`src/ibmcc_pkg.sv`:
```
// Package: register map, field layout and states for the DMA command control block
package ibmcc_pkg;
  localparam logic [7:0] IBMCC_PRI_CMD_OFS   = 8'h00;  // primary_dma_command
  localparam logic [7:0] IBMCC_PRI_STAT_OFS  = 8'h04;  // Primary status (active, abort, interrupt, transfer count)
  localparam logic [7:0] IBMCC_SEC_CMD_OFS   = 8'h08;  // secondary_dma_command
  localparam logic [7:0] IBMCC_SEC_STAT_OFS  = 8'h0C;  // Secondary status
  localparam int         IBMCC_START_BIT     = 0;
  localparam int         IBMCC_DIR_BIT       = 3;
  localparam int         IBMCC_ACTIVE_BIT    = 0;
  localparam int         IBMCC_IRQ_BIT       = 2;
  localparam int         IBMCC_ABORT_BIT     = 1;
  localparam logic [7:0] IBMCC_CMD_RST       = 8'h00;
  localparam logic [7:0] IBMCC_CMD_MASK      = 8'h09;  // Only direction and start kept
  localparam logic [15:0] IBMCC_CNT_RST      = 16'h0000;
  localparam int         IBMCC_NUM_CH        = 2;
  typedef enum logic [1:0] {IBMCC_IDLE, IBMCC_RUN, IBMCC_DONE} ibmcc_state_t;
endpackage

```
`src/ibmcc_top.sv`:
```
// Top: APB register file and two independent DMA command channels
//
// Functional notes
// - Reserved command bits read back as zero
// - Direction bit: zero reads memory, one writes
// - Only start bit rising edge begins operation
// - Data moves only while start bit set
// - Writing zero to start halts channel
// - Clearing start discards all transfer state
// - Early stop while active marks command aborted
// - Drive interrupt rise sets, write-one clears
//
// Chosen here: the APB slave port.
`timescale 1ns/1ns
module ibmcc_top (
  // Clock and reset
  input  wire logic        CLK_IN,
  input  wire logic        ARST_N_IN,
  // APB slave
  input  wire logic        PSEL_IN,
  input  wire logic        PENABLE_IN,
  input  wire logic        PWRITE_IN,
  input  wire logic [7:0]  PADDR_IN,
  input  wire logic [31:0] PWDATA_IN,
  output logic [31:0]      PRDATA_OUT,
  output logic             PREADY_OUT,
  output logic             PSLVERR_OUT,
  // Drive interrupt lines, index 0 primary, 1 secondary
  input  wire logic [1:0]  DRIVE_IRQ_IN,
  // Drive data request and acknowledge
  input  wire logic [1:0]  DRIVE_REQ_IN,
  output logic [1:0]       DRIVE_ACK_OUT,
  // Memory access strobes
  output logic [1:0]       MEM_RD_OUT,
  output logic [1:0]       MEM_WR_OUT,
  // Channel status
  output logic [1:0]       ACTIVE_OUT,
  output logic [1:0]       ABORT_OUT
);
  import ibmcc_pkg::*;

  logic [7:0]  cmd_r [IBMCC_NUM_CH];
  logic [1:0]  active;
  logic [1:0]  irq;
  logic [1:0]  abort;
  logic [1:0]  irq_clr;
  logic [15:0] count [IBMCC_NUM_CH];
  logic        wr_acc;
  logic [31:0] rdata_nxt;
  logic [31:0] prdata_r;
  logic        hit;

  // APB access phase, zero wait states
  assign wr_acc      = PSEL_IN & PENABLE_IN & PWRITE_IN;
  assign PREADY_OUT  = 1'b1;
  assign PSLVERR_OUT = PSEL_IN & PENABLE_IN & ~hit;
  assign PRDATA_OUT  = prdata_r;

  // Per-channel command register and engine
  genvar g;
  generate
    for (g = 0; g < IBMCC_NUM_CH; g++) begin : g_ch
      localparam logic [7:0] CMD_OFS  = (g == 0) ? IBMCC_PRI_CMD_OFS : IBMCC_SEC_CMD_OFS;
      localparam logic [7:0] STAT_OFS = (g == 0) ? IBMCC_PRI_STAT_OFS : IBMCC_SEC_STAT_OFS;

      // Command register write, masked to implemented bits
      always_ff @(posedge CLK_IN or negedge ARST_N_IN) begin
        if (!ARST_N_IN) begin
          cmd_r[g] <= IBMCC_CMD_RST;
        end else if (wr_acc && PADDR_IN == CMD_OFS) begin
          cmd_r[g] <= PWDATA_IN[7:0] & IBMCC_CMD_MASK;
        end
      end

      // Interrupt write-one-to-clear strobe
      assign irq_clr[g] = wr_acc & (PADDR_IN == STAT_OFS) & PWDATA_IN[IBMCC_IRQ_BIT];

      ibmcc_channel u_ch (
        .clk_in        (CLK_IN),
        .arst_n_in     (ARST_N_IN),
        .start_in      (cmd_r[g][IBMCC_START_BIT]),
        .dir_in        (cmd_r[g][IBMCC_DIR_BIT]),
        .drive_irq_in  (DRIVE_IRQ_IN[g]),
        .irq_clr_in    (irq_clr[g]),
        .drive_req_in  (DRIVE_REQ_IN[g]),
        .drive_ack_out (DRIVE_ACK_OUT[g]),
        .mem_rd_out    (MEM_RD_OUT[g]),
        .mem_wr_out    (MEM_WR_OUT[g]),
        .active_out    (active[g]),
        .irq_out       (irq[g]),
        .abort_out     (abort[g]),
        .count_out     (count[g])
      );
    end
  endgenerate

  assign ACTIVE_OUT = active;
  assign ABORT_OUT  = abort;

  // Read mux
  always_comb begin
    rdata_nxt = 32'h0000_0000;
    hit       = 1'b1;
    case (PADDR_IN)
      IBMCC_PRI_CMD_OFS:  rdata_nxt[7:0] = cmd_r[0];
      IBMCC_SEC_CMD_OFS:  rdata_nxt[7:0] = cmd_r[1];
      IBMCC_PRI_STAT_OFS: begin
        rdata_nxt[31:16]            = count[0];
        rdata_nxt[IBMCC_IRQ_BIT]    = irq[0];
        rdata_nxt[IBMCC_ABORT_BIT]  = abort[0];
        rdata_nxt[IBMCC_ACTIVE_BIT] = active[0];
      end
      IBMCC_SEC_STAT_OFS: begin
        rdata_nxt[31:16]            = count[1];
        rdata_nxt[IBMCC_IRQ_BIT]    = irq[1];
        rdata_nxt[IBMCC_ABORT_BIT]  = abort[1];
        rdata_nxt[IBMCC_ACTIVE_BIT] = active[1];
      end
      default:            hit = 1'b0;
    endcase
  end

  // Read data captured in setup phase, valid during access
  always_ff @(posedge CLK_IN or negedge ARST_N_IN) begin
    if (!ARST_N_IN) begin
      prdata_r <= 32'h0000_0000;
    end else if (PSEL_IN && !PENABLE_IN && !PWRITE_IN) begin
      prdata_r <= rdata_nxt;
    end
  end
endmodule // ibmcc_top

```
`src/ibmcc_channel.sv`:
```
// One channel engine: start edge detect, transfer handshake, completion and abort
`timescale 1ns/1ns
module ibmcc_channel (
  // Clock and reset
  input  wire logic        clk_in,
  input  wire logic        arst_n_in,
  // Command register bits
  input  wire logic        start_in,
  input  wire logic        dir_in,
  // Drive interrupt line and interrupt clear strobe
  input  wire logic        drive_irq_in,
  input  wire logic        irq_clr_in,
  // Drive data handshake
  input  wire logic        drive_req_in,
  output logic             drive_ack_out,
  // Memory side
  output logic             mem_rd_out,
  output logic             mem_wr_out,
  // Status
  output logic             active_out,
  output logic             irq_out,
  output logic             abort_out,
  output logic [15:0]      count_out
);
  import ibmcc_pkg::*;

  ibmcc_state_t state_r;
  logic         start_d_r;
  logic         irq_d_r;
  logic         irq_r;
  logic         abort_r;
  logic [15:0]  count_r;
  logic         start_rise;
  logic         xfer;

  // Edge detects and transfer qualifier
  assign start_rise = start_in & ~start_d_r;
  assign xfer       = (state_r == IBMCC_RUN) & start_in & drive_req_in;

  // Previous values for edge detection
  always_ff @(posedge clk_in or negedge arst_n_in) begin
    if (!arst_n_in) begin
      start_d_r <= 1'b0;
      irq_d_r   <= 1'b0;
    end else begin
      start_d_r <= start_in;
      irq_d_r   <= drive_irq_in;
    end
  end

  // Engine state
  always_ff @(posedge clk_in or negedge arst_n_in) begin
    if (!arst_n_in) begin
      state_r <= IBMCC_IDLE;
    end else if (!start_in) begin
      state_r <= IBMCC_IDLE;
    end else begin
      case (state_r)
        IBMCC_IDLE: begin
          if (start_rise) begin
            state_r <= IBMCC_RUN;
          end
        end
        IBMCC_RUN: begin
          if (drive_irq_in & ~irq_d_r) begin
            state_r <= IBMCC_DONE;
          end
        end
        IBMCC_DONE: state_r <= IBMCC_DONE;
        default:    state_r <= IBMCC_IDLE;
      endcase
    end
  end

  // Transfer count, discarded on stop
  always_ff @(posedge clk_in or negedge arst_n_in) begin
    if (!arst_n_in) begin
      count_r <= IBMCC_CNT_RST;
    end else if (!start_in || start_rise) begin
      count_r <= IBMCC_CNT_RST;
    end else if (xfer) begin
      count_r <= count_r + 16'h0001;
    end
  end

  // Interrupt status: edge sets, write-one clears, set wins
  always_ff @(posedge clk_in or negedge arst_n_in) begin
    if (!arst_n_in) begin
      irq_r <= 1'b0;
    end else if (drive_irq_in & ~irq_d_r) begin
      irq_r <= 1'b1;
    end else if (irq_clr_in) begin
      irq_r <= 1'b0;
    end
  end

  // Abort flag: stop while active and no interrupt yet
  always_ff @(posedge clk_in or negedge arst_n_in) begin
    if (!arst_n_in) begin
      abort_r <= 1'b0;
    end else if (start_rise) begin
      abort_r <= 1'b0;
    end else if (!start_in && state_r == IBMCC_RUN && !irq_r) begin
      abort_r <= 1'b1;
    end
  end

  // Outputs
  assign drive_ack_out = xfer & ~abort_r;
  assign mem_rd_out    = xfer & ~dir_in;
  assign mem_wr_out    = xfer & dir_in;
  assign active_out    = (state_r == IBMCC_RUN);
  assign irq_out       = irq_r;
  assign abort_out     = abort_r;
  assign count_out     = count_r;
endmodule // ibmcc_channel

```
`config.mk`:
```
export PLATFORM = sky130hd
export DESIGN_NAME = ibmcc_top
export DESIGN_NICKNAME = d
export VERILOG_FILES = /design/src/ibmcc_pkg.sv /design/src/ibmcc_top.sv /design/src/ibmcc_channel.sv
export SDC_FILE = /design/constraint.sdc
export NUM_CORES = 1
export LEC_CHECK = 0
export ABC_AREA = 0
export BUFFER_PORTS_ARGS = -buffer_cell sky130_fd_sc_hd__buf_2
export CAP_MARGIN = 20
export CORE_UTILIZATION = 40
export DETAILED_ROUTE_END_ITERATION = 6
export GPL_TIMING_DRIVEN = 0
export PLACE_DENSITY = 0.68
export REMOVE_ABC_BUFFERS = 1
export SYNTH_ARGS = -nofsm -noshare
export SYNTH_HDL_FRONTEND = slang
export SYNTH_SLANG_ARGS = --single-unit
```
`constraint.sdc`:
```
create_clock -name CLK_IN -period 1.9 [get_ports CLK_IN]
set_input_delay 0.095 -clock CLK_IN [delete_from_list [all_inputs] [get_ports CLK_IN]]
set_output_delay 0.095 -clock CLK_IN [all_outputs]
set_load 0.05 [all_outputs]
```
Word-level counts from Yosys, hierarchy flattened

Cells that the tools add are included.
Widths: inputs -> output; s select.

Flip-flop bits (word level): 72
Input bits: 49
Output and inout bits: 44
Logic and storage cells: 110

$add $sub $neg: 2
Equal/unequal tests: 11
Mux-type cells: 24
Bitwise logic cells: 30
Reduce and logical (&&, ||, !) cells: 28

Operators with widths:

| operator              | number |
|---|---|
| $mux 16               | 4 |
| $add 16x1->16 const B | 2 |
| $pmux 16 s2           | 1 |
| $and 1x1->1           | 21 |
| $eq 8x4->1 const B    | 2 |
| $mux 2                | 6 |
| $pmux 2 s3            | 2 |
| $pmux 3 s4            | 1 |
| $reduce_bool 2->1     | 6 |
| $mux 1                | 9 |
| $not 1->1             | 9 |
| $eq 8x3->1 const B    | 1 |
| $logic_and 1x1->1     | 8 |
| $logic_not 8->1       | 1 |
| $logic_not 1->1       | 6 |
| $ne 3x2->1 const B    | 2 |
| $ne 3x3->1 const B    | 2 |
| $eq 2x1->1 const B    | 2 |
| $eq 2x2->1 const B    | 2 |
| $logic_not 2->1       | 2 |
| $reduce_and 2->1      | 2 |
| $reduce_or 4->1       | 1 |
| $logic_or 1x1->1      | 2 |
| $pmux 1 s2            | 1 |

Depth between registers and ports, before layout

Gate-level depths: netlist (run 1).

Depth in word-level cells: 6
Depth in mapped cells: 6
Mapped depth without buffers: 6

Modules after synthesis

From an unflattened synthesis (run 1), not the netlist that was laid out.

Cells, all modules: 364
Area total of the unflattened synthesis: 3654.8 sq um

Modules (own cells, without submodules):

| module                       | times used | cells an instance | area an instance (sq um) | seq. area each (sq um) |
|---|---|---|---|---|
| ibmcc_top                    | 1          | 129               | 1393.8                   | 600.6 |
| ibmcc_channel (g_ch[0].u_ch) | 1          | 114               | 1133.6                   | 550.5 |
| ibmcc_channel (g_ch[1].u_ch) | 1          | 121               | 1127.3                   | 550.5 |

Least setup slack after synthesis (run 1)

Ideal clock, no wire load.

Path type: reg2reg
Start: register g_ch[0].u_ch.state_r[1]
End: register g_ch[0].u_ch.count_r[15]
Setup time: 0.078 ns
Data arrival time: 1.900 ns
Required time: 1.822 ns
Setup slack: -0.078 ns
Cell stages (with the launch flop): 7
Buffers on the path: 0
Clock period less this slack: 1.978 ns
Cell sequence: dfrtp_1 -> inv_1 -> ha_1 -> nand3_4 -> or4_4 -> or3_1 -> a21oi_1

Longest elaborated chain between the ends: 4

Ends and longest elaborated chain:

| element                     | RTL line            | RTL |
|---|---|---|
| start, declared             | ibmcc_channel.sv:27 | `ibmcc_state_t state_r;` |
| start signal, assigned      | ibmcc_channel.sv:54 | `state_r <= IBMCC_IDLE;` |
| start signal, assigned      | ibmcc_channel.sv:56 | `state_r <= IBMCC_IDLE;` |
| start signal, assigned      | ibmcc_channel.sv:61 | `state_r <= IBMCC_RUN;` |
| $eq 2x1->1                  | -                   |  |
| via g_ch[0].u_ch.active_out | ibmcc_channel.sv:20 | `output logic active_out,` |
| $and 1x1->1 (2 in a row)    | ibmcc_channel.sv:38 | `assign xfer = (state_r == IBMCC_RUN) & start_in & drive_req_in;` |
| $reduce_bool 2->1 (no line) | -                   |  |
| end signal, assigned        | ibmcc_channel.sv:82 | `count_r <= count_r + 16'h0001;` |
| end, declared               | ibmcc_channel.sv:32 | `logic [15:0] count_r;` |

The timed path passes the listed nets, and every way through them passes these cells.
A chain may end at the register's enable or synchronous reset.

Worst setup path after layout (run 1)

Start: register g_ch[1].u_ch.state_r[1]
End: register g_ch[1].u_ch.count_r[12]

Longest elaborated chain between the ends: 4

Ends and longest elaborated chain:

| element                     | RTL line |
|---|---|
| start, declared             | ibmcc_channel.sv:27 |
| start signal, assigned      | ibmcc_channel.sv:54 |
| start signal, assigned      | ibmcc_channel.sv:56 |
| start signal, assigned      | ibmcc_channel.sv:61 |
| $eq 2x1->1                  | ibmcc_channel.sv:38 |
| $and 1x1->1 (2 in a row)    | ibmcc_channel.sv:38 |
| $reduce_bool 2->1 (no line) | - |
| end signal, assigned        | ibmcc_channel.sv:82 |
| end, declared               | ibmcc_channel.sv:32 |

No other way between the ends.

==> flow_summary.yaml, run 1 <==
outcome:
  run_status: "completed"
clock_network:
  clock-sinks: 68
  root_buffer: "clkbuf_8"
  cts_buffer_depth: 2
  htreeDepth: 3
  clk_latency_ns: 0.34
  tritoncts: "yes"
  numCtsBuffers: 9
  path_clk_slew_ns: 0.07
synth:
  synthCells: 378
  synth-main-ff-cell: "dfrtp_1"
  ys_ff_latch: 68
  synth_cell_type_count: 44
  synth-edff-count: 0
  synth.avg_cell_area_um2: 9.37
  yosysWarningCount: 0
  ys_async_sr_fraction: 1.00
  yosysSeqAreaShare: 0.481
  netlist_area_um2: 3540
power:
  p_sw_mw: 0.953
  swShare: 0.278
  power_leakage_nw: 1.83
  sequentialPowerShare: 0.448
  clkPwrFrac: 0.414
  peakVddDrop_v: 0.000471
  powerDensity_nw_per_um2: 836
  power_frac_comb: 0.138
  internal_power_mw: 2.48
global_routing:
  grt_pass1_wl_mm: 13.2
  grt_max_degree: 69
  grt_use_total: 0.190
  antenna_found_initial: 0
  gr-total-overflow: 0
  grt_pass1_vias: 2731
placement:
  gp_congestion: 0.837
  post-place-cells: 506
  dp_hpwl_mm: 5.38
  io_buffers: 50
routing:
  totalWireLength_mm: 7.85
  postRouteAntennaNets: 0
  drt_iter0_markers: 102
  first_pass_iters: 5
  vias_per_cell: 5.38
  drc: 0
  vias: 2849
  wire_per_inst_um: 14.8
run:
  maxCapViolations: 0
sta:
  setup_violations: 0
  clock.fmax_ghz: 0.537
  fin_crit_ns: 1.86
  period_share: 0.979
  rsz0062_at_grt: "true"
  tightest_slew_ns: 0.851
  skew_ns: 0.00569
  whs_ns: 0.0237
  fin_tns_setup_ns: 0
  hold_viol_final: 0
  slew_headroom: 0.433
  final_max_slew_viol_count: 0
floorplanning:
  die_h_um: 96.1
  die_x_um: 96.1
  dieArea_um2: 9230
  num_rows: 33
  core_um2: 8380
  io_pins: 93
  initial_core_util: 0.422
cells_and_area:
  num_antenna_cells: 0
  drive_above_1_share: 0.212
  final_cells: 530
  area_growth_pct: 15.8
  nFillCells: 815
  nNetsFinal: 475
critical_path:
  crit_arrival_ns: 2.06
  startpoint_type: "flip-flop"
  worstSetupPathType: "flip-flop to flip-flop"
  crit_buf_inv: 1
  end_kind: "flip-flop"
  crit_family: "simple AND/OR/NAND/NOR gates"
  critPathMaxStageDelay_ns: 0.61
  crit_chain: "inv_1 -> ha_4 -> nand3_2 -> or4_1 -> o21ai_0 -> a21oi_1"
  worstPathMaxFanout: 9
  critPathSlowestCell: "or4_1"
  worst_ep_required_time_ns: 2.10
worst_hold_path:
  hp-class: "primary input to flip-flop"
worst paths after layout:
check	from	slack [ns]	depth (start not counted)	end
max	g_ch[1].u_ch.state_r[1]	0.04	6	g_ch[1].u_ch.count_out[12]
min	PADDR_IN[2]	0.02	2	PRDATA_OUT[3]
max reg2reg	g_ch[1].u_ch.state_r[1]	0.04	6	g_ch[1].u_ch.count_out[12]
min reg2reg	PRDATA_OUT[3]	0.49	2	PRDATA_OUT[3]
max in group asynchronous	ARST_N_IN	0.89	2	cmd_r[8]
min in group asynchronous	ARST_N_IN	0.41	2	PRDATA_OUT[23]
worst register-to-register path: cells and delay by family (launching register included):
family / cells / cell delay, ns
flip-flops: 1 / 0.36
AO/OA/AOI/OAI: 2 / 0.25
AND/OR/NAND/NOR: 2 / 0.77
buffers and inverters: 1 / 0.13
adder cells (fa/ha/maj): 1 / 0.21
routing by layer:
metal	part of all wire	GRT usage	up-vias
li1	-	-	1384
met1	0.46	0.245	1365
met2	0.47	0.298	86
met3	0.055	0.0687	14
met4	0.015	0.0560	0
met5	0	0	-
placed cells by master (no fill, tap or decap), types with 11 or more instances in the layout:
cell,count
nand2_1,39
nor2_1,68
nand3_1,13
conb_1,13
a221oi_1,16
inv_1,11
dfrtp_1,66
a21oi_1,17
xnor2_1,12
buf_2,48
final cells by class:
type | count | area (µm²) | area share
Clock inverter | 5 | 100 | 0.0244
Tap cell | 105 | 131 | 0.0320
Sequential cell | 68 | 1700 | 0.416
Clock buffer | 11 | 131 | 0.0320
Timing Repair Buffer | 58 | 328 | 0.0800
Multi-Input combinational cell | 271 | 1660 | 0.405
Inverter | 12 | 45.0 | 0.0110
power groups by stage:
stage	Combinational, mW	Sequential, mW	Clock (mW)
floorplan	0.139	1.75	0
global placement	0.464	1.56	0
detailed placement	0.468	1.56	0
CTS	0.477	1.54	1.44
global route	0.512	1.54	1.52
finish	0.473	1.54	1.42
kinds of logic after synthesis:
group                      share of synthesized area
and+or+nand+nor                                0.232
DFF                                            0.481
AOI/OAI and AO/OA                              0.111
buffers and inverters                         0.0781
xor gates and xnor gates                      0.0470
muxes                                         0.0286
adders and majority gates                     0.0212
other                                        0.00212
Yosys cell counts (2+ instances only):
cell,count,area share
a21oi_1,17,0.024
a221oi_1,16,0.040
a31o_2,4,0.0099
a31oi_1,3,0.0053
a41o_1,4,0.011
and2_1,4,0.0071
and3_1,5,0.0088
buf_2,2,0.0028
buf_4,23,0.049
clkbuf_1,13,0.014
conb_1,2,0.0021
dfrtp_1,68,0.48
ha_1,6,0.021
inv_1,12,0.013
mux2_2,4,0.013
mux2i_1,3,0.0085
nand2_1,39,0.041
nand2b_1,2,0.0035
nand3_1,15,0.021
nand4_1,9,0.016
nor2_1,68,0.072
nor3_1,6,0.0085
nor4_1,6,0.011
o21ai_0,7,0.0099
o31ai_1,2,0.0042
or3_1,2,0.0035
or4b_1,2,0.0057
xnor2_1,12,0.030
xor2_1,7,0.017
timing repair:
| item | in CTS | in global routing |
|---|---|---|
| hold endpoints to repair | 75 | 0 |
| gates resized for setup | 9 | 4 |
| setup endpoints to repair | 15 | 8 |
| hold buffers | 5 | 0 |
| pin swaps | 2 | 2 |
| setup buffers | 1 | 2 |
registers in the layout (all words and copies together) (netlist names):
signal	flops
g_ch.u_ch.count_out	32
g_ch.u_ch.irq_out	2
cmd_r	4
g_ch.u_ch.abort_out	2
PRDATA_OUT	20
g_ch.u_ch.start_d_r	2
g_ch.u_ch.state_r	4
g_ch.u_ch.irq_d_r	2
metrics by stage:
step	instance area, µm²	worst slack, ns	util	power [mW]
after floorplan	3350	-0.465	-	1.89
after global placement	3730	-0.296	0.445	2.03
after detailed placement	3730	-0.334	0.446	2.03
after CTS	4070	0.000426	0.486	3.46
after global routing	4100	-0.0258	0.489	3.58
final	4100	0.0390	0.489	3.43
Note: power is estimated with default switching activity, not from simulation.
==> inputs of run 2 (changes only) <==
==> constraint.sdc (replaced) <==
create_clock -name CLK_IN -period 1.9 [get_ports CLK_IN]
set_input_delay 0.475 -clock CLK_IN [delete_from_list [all_inputs] [get_ports CLK_IN]]
set_output_delay 0.475 -clock CLK_IN [all_outputs]
set_load 0.05 [all_outputs]
==> run 2 against run 1 <==
  * The flow now finishes with violations (negative setup slack)
  * Utilization grew 2.0 points
  * Worst setup slack lost 0.045 ns
  * Worst hold slack gained 0.22 ns
  * Critical path type is now flip-flop to output pin
  * Largest cell class is now multi-input gates
  * Largest power group unchanged
  * Highest routed layer unchanged
==> flow_summary.yaml, run 2 (synthesis gave the netlist of run 1 again) <==
critical_path:
  crit_family: "flip-flops"
  critPathMaxStageDelay_ns: 0.38
  worstSetupPathType: "flip-flop to output pin"
  worstReg2RegStart: "g_ch[1].u_ch.state_r[1]"
  critPathSlowestCell: "dfrtp_1"
  crit_arrival_ns: 1.43
  startpoint_type: "flip-flop"
  worst_ep_required_time_ns: 1.42
  crit_buf_inv: 2
  ff2ff_setup_slack_ns: 0.06
  crit_chain: "inv_2 -> ha_4 -> and3_4 -> and2_4 -> buf_8"
  worstPathMaxFanout: 4
  crit_start: "g_ch[0].u_ch.state_r[1]"
  end_kind: "output pin"
clock_network:
  tritoncts: "yes"
  clock-sinks: 68
  root_buffer: "clkbuf_8"
  cts_hold_buffers: 0
  path_clk_slew_ns: 0.07
  htreeDepth: 3
  cts_buffer_depth: 2
  numCtsBuffers: 9
  clk_latency_ns: 0.34
routing:
  drt_iter0_markers: 99
  totalWireLength_mm: 8.01
  first_pass_iters: 4
  wire_per_inst_um: 14.9
  postRouteAntennaNets: 0
  vias: 2872
  vias_per_cell: 5.33
  drc: 0
global_routing:
  grt_max_degree: 69
  grt_pass1_wl_mm: 13.4
  antenna_found_initial: 0
  grt_pass1_vias: 2767
  grt_use_total: 0.192
  gr-total-overflow: 0
floorplanning:
  core_um2: 8380
  num_rows: 33
  die_h_um: 96.1
  initial_core_util: 0.422
  die_x_um: 96.1
  dieArea_um2: 9230
  io_pins: 93
sta:
  skew_ns: 0.00572
  clock.fmax_ghz: 0.525
  period_share: 1.00
  setup_ws_ns: -0.00589
  rsz0062_at_grt: "true"
  final_max_slew_viol_count: 0
  tightest_slew_ns: 0.845
  setup_violations: 1
  fin_crit_ns: 1.91
  hold_viol_final: 0
  slew_headroom: 0.437
power:
  power_frac_comb: 0.139
  internal_power_mw: 2.47
  sequentialPowerShare: 0.448
  power_leakage_nw: 1.89
  powerDensity_nw_per_um2: 804
  p_sw_mw: 0.956
  swShare: 0.279
  peakVddDrop_v: 0.000478
  clkPwrFrac: 0.413
  power.total_mw: 3.43
cells_and_area:
  largest_register_ffs: 32
  multi_input_area_um2: 1720
  num_antenna_cells: 0
  drive_above_1_share: 0.265
  area_growth_pct: 20.5
  mostFrequentLayoutCells: "dfrtp_1 (66), nor2_1 (62), buf_2 (41)"
  nNetsFinal: 484
  mostFrequentLayoutCell: "dfrtp_1"
  seq_area_um2: 1700
  nFillCells: 797
outcome:
  violations: "negative setup slack"
  run_status: "finished, violations left"
worst_hold_path:
  hp-class: "primary input to async pin"
placement:
  io_buffers: 50
  preCtsSetupSlack_ns: -0.341
  dp_hpwl_mm: 5.38
  gp_congestion: 0.837
run:
  maxCapViolations: 0
-- run 2: cell types whose count changed in the layout (fill, tap and decap cells not counted), moves of 3 or more --
cell	delta
buf_4	+14
nor2_1	-6
nor2_2	+3
buf_6	+6
buf_2	-7
dlygate4sd3_1	-5
nor2_4	+3
-- run 2: final cells by class --
cell class,count,share of cell area
Tap cell,105,0.0308
Sequential cell,68,0.400
Timing Repair Buffer,67,0.101
Clock inverter,5,0.0235
Multi-Input combinational cell,271,0.404
Clock buffer,11,0.0308
Inverter,12,0.0106
-- run 2: worst paths after layout --
check	depth (start not counted)	endpoint
worst min-delay path	1	g_ch[0].u_ch.count_out[12]
worst max-delay path	5	MEM_WR_OUT[0]
max in group asynchronous	1	cmd_r[0]
min in group CLK_IN	1	g_ch[1].u_ch.irq_d_r
worst min register to register	2	PRDATA_OUT[0]
worst max register to register	6	g_ch[1].u_ch.count_out[12]
-- run 2: power groups by stage --
| stage | clock network [mW] | logic [mW] | registers, mW |
|---|---|---|---|
| CTS | 1.44 | 0.476 | 1.54 |
| finish | 1.42 | 0.476 | 1.54 |
| detailed placement | 0 | 0.468 | 1.56 |
| global route | 1.52 | 0.515 | 1.54 |
| floorplan | 0 | 0.139 | 1.75 |
| global placement | 0 | 0.464 | 1.56 |
-- run 2: metrics by stage --
stage | utilization | area [µm²] | TNS (ns) | cells | hold slack (ns)
finish | 0.509 | 4270 | -0.00589 | 539 | 0.247
global route | 0.509 | 4270 | -0.425 | 539 | 0.229
CTS | 0.495 | 4150 | -0.0127 | 530 | 0.242
detailed placement | 0.446 | 3730 | -7.79 | 506 | 0.466
global placement | 0.445 | 3730 | -5.96 | 506 | 0.463
floorplan | - | 3350 | -6.04 | 351 | 0.179
-- run 2: repair_timing --
item                                    CTS  global route
gates resized for setup                  31            14
endpoints found under the setup margin   18            14
pin swaps                                 2             5
buffers inserted                          8             9
-- run 2: layer usage --
layer  wire [µm]  global-route usage  up-vias
met4         137              0.0560        0
met3         456              0.0687       15
li1            -                   -     1404
met5           0                   0        -
met2        3830               0.301       84
met1        3590               0.249     1369
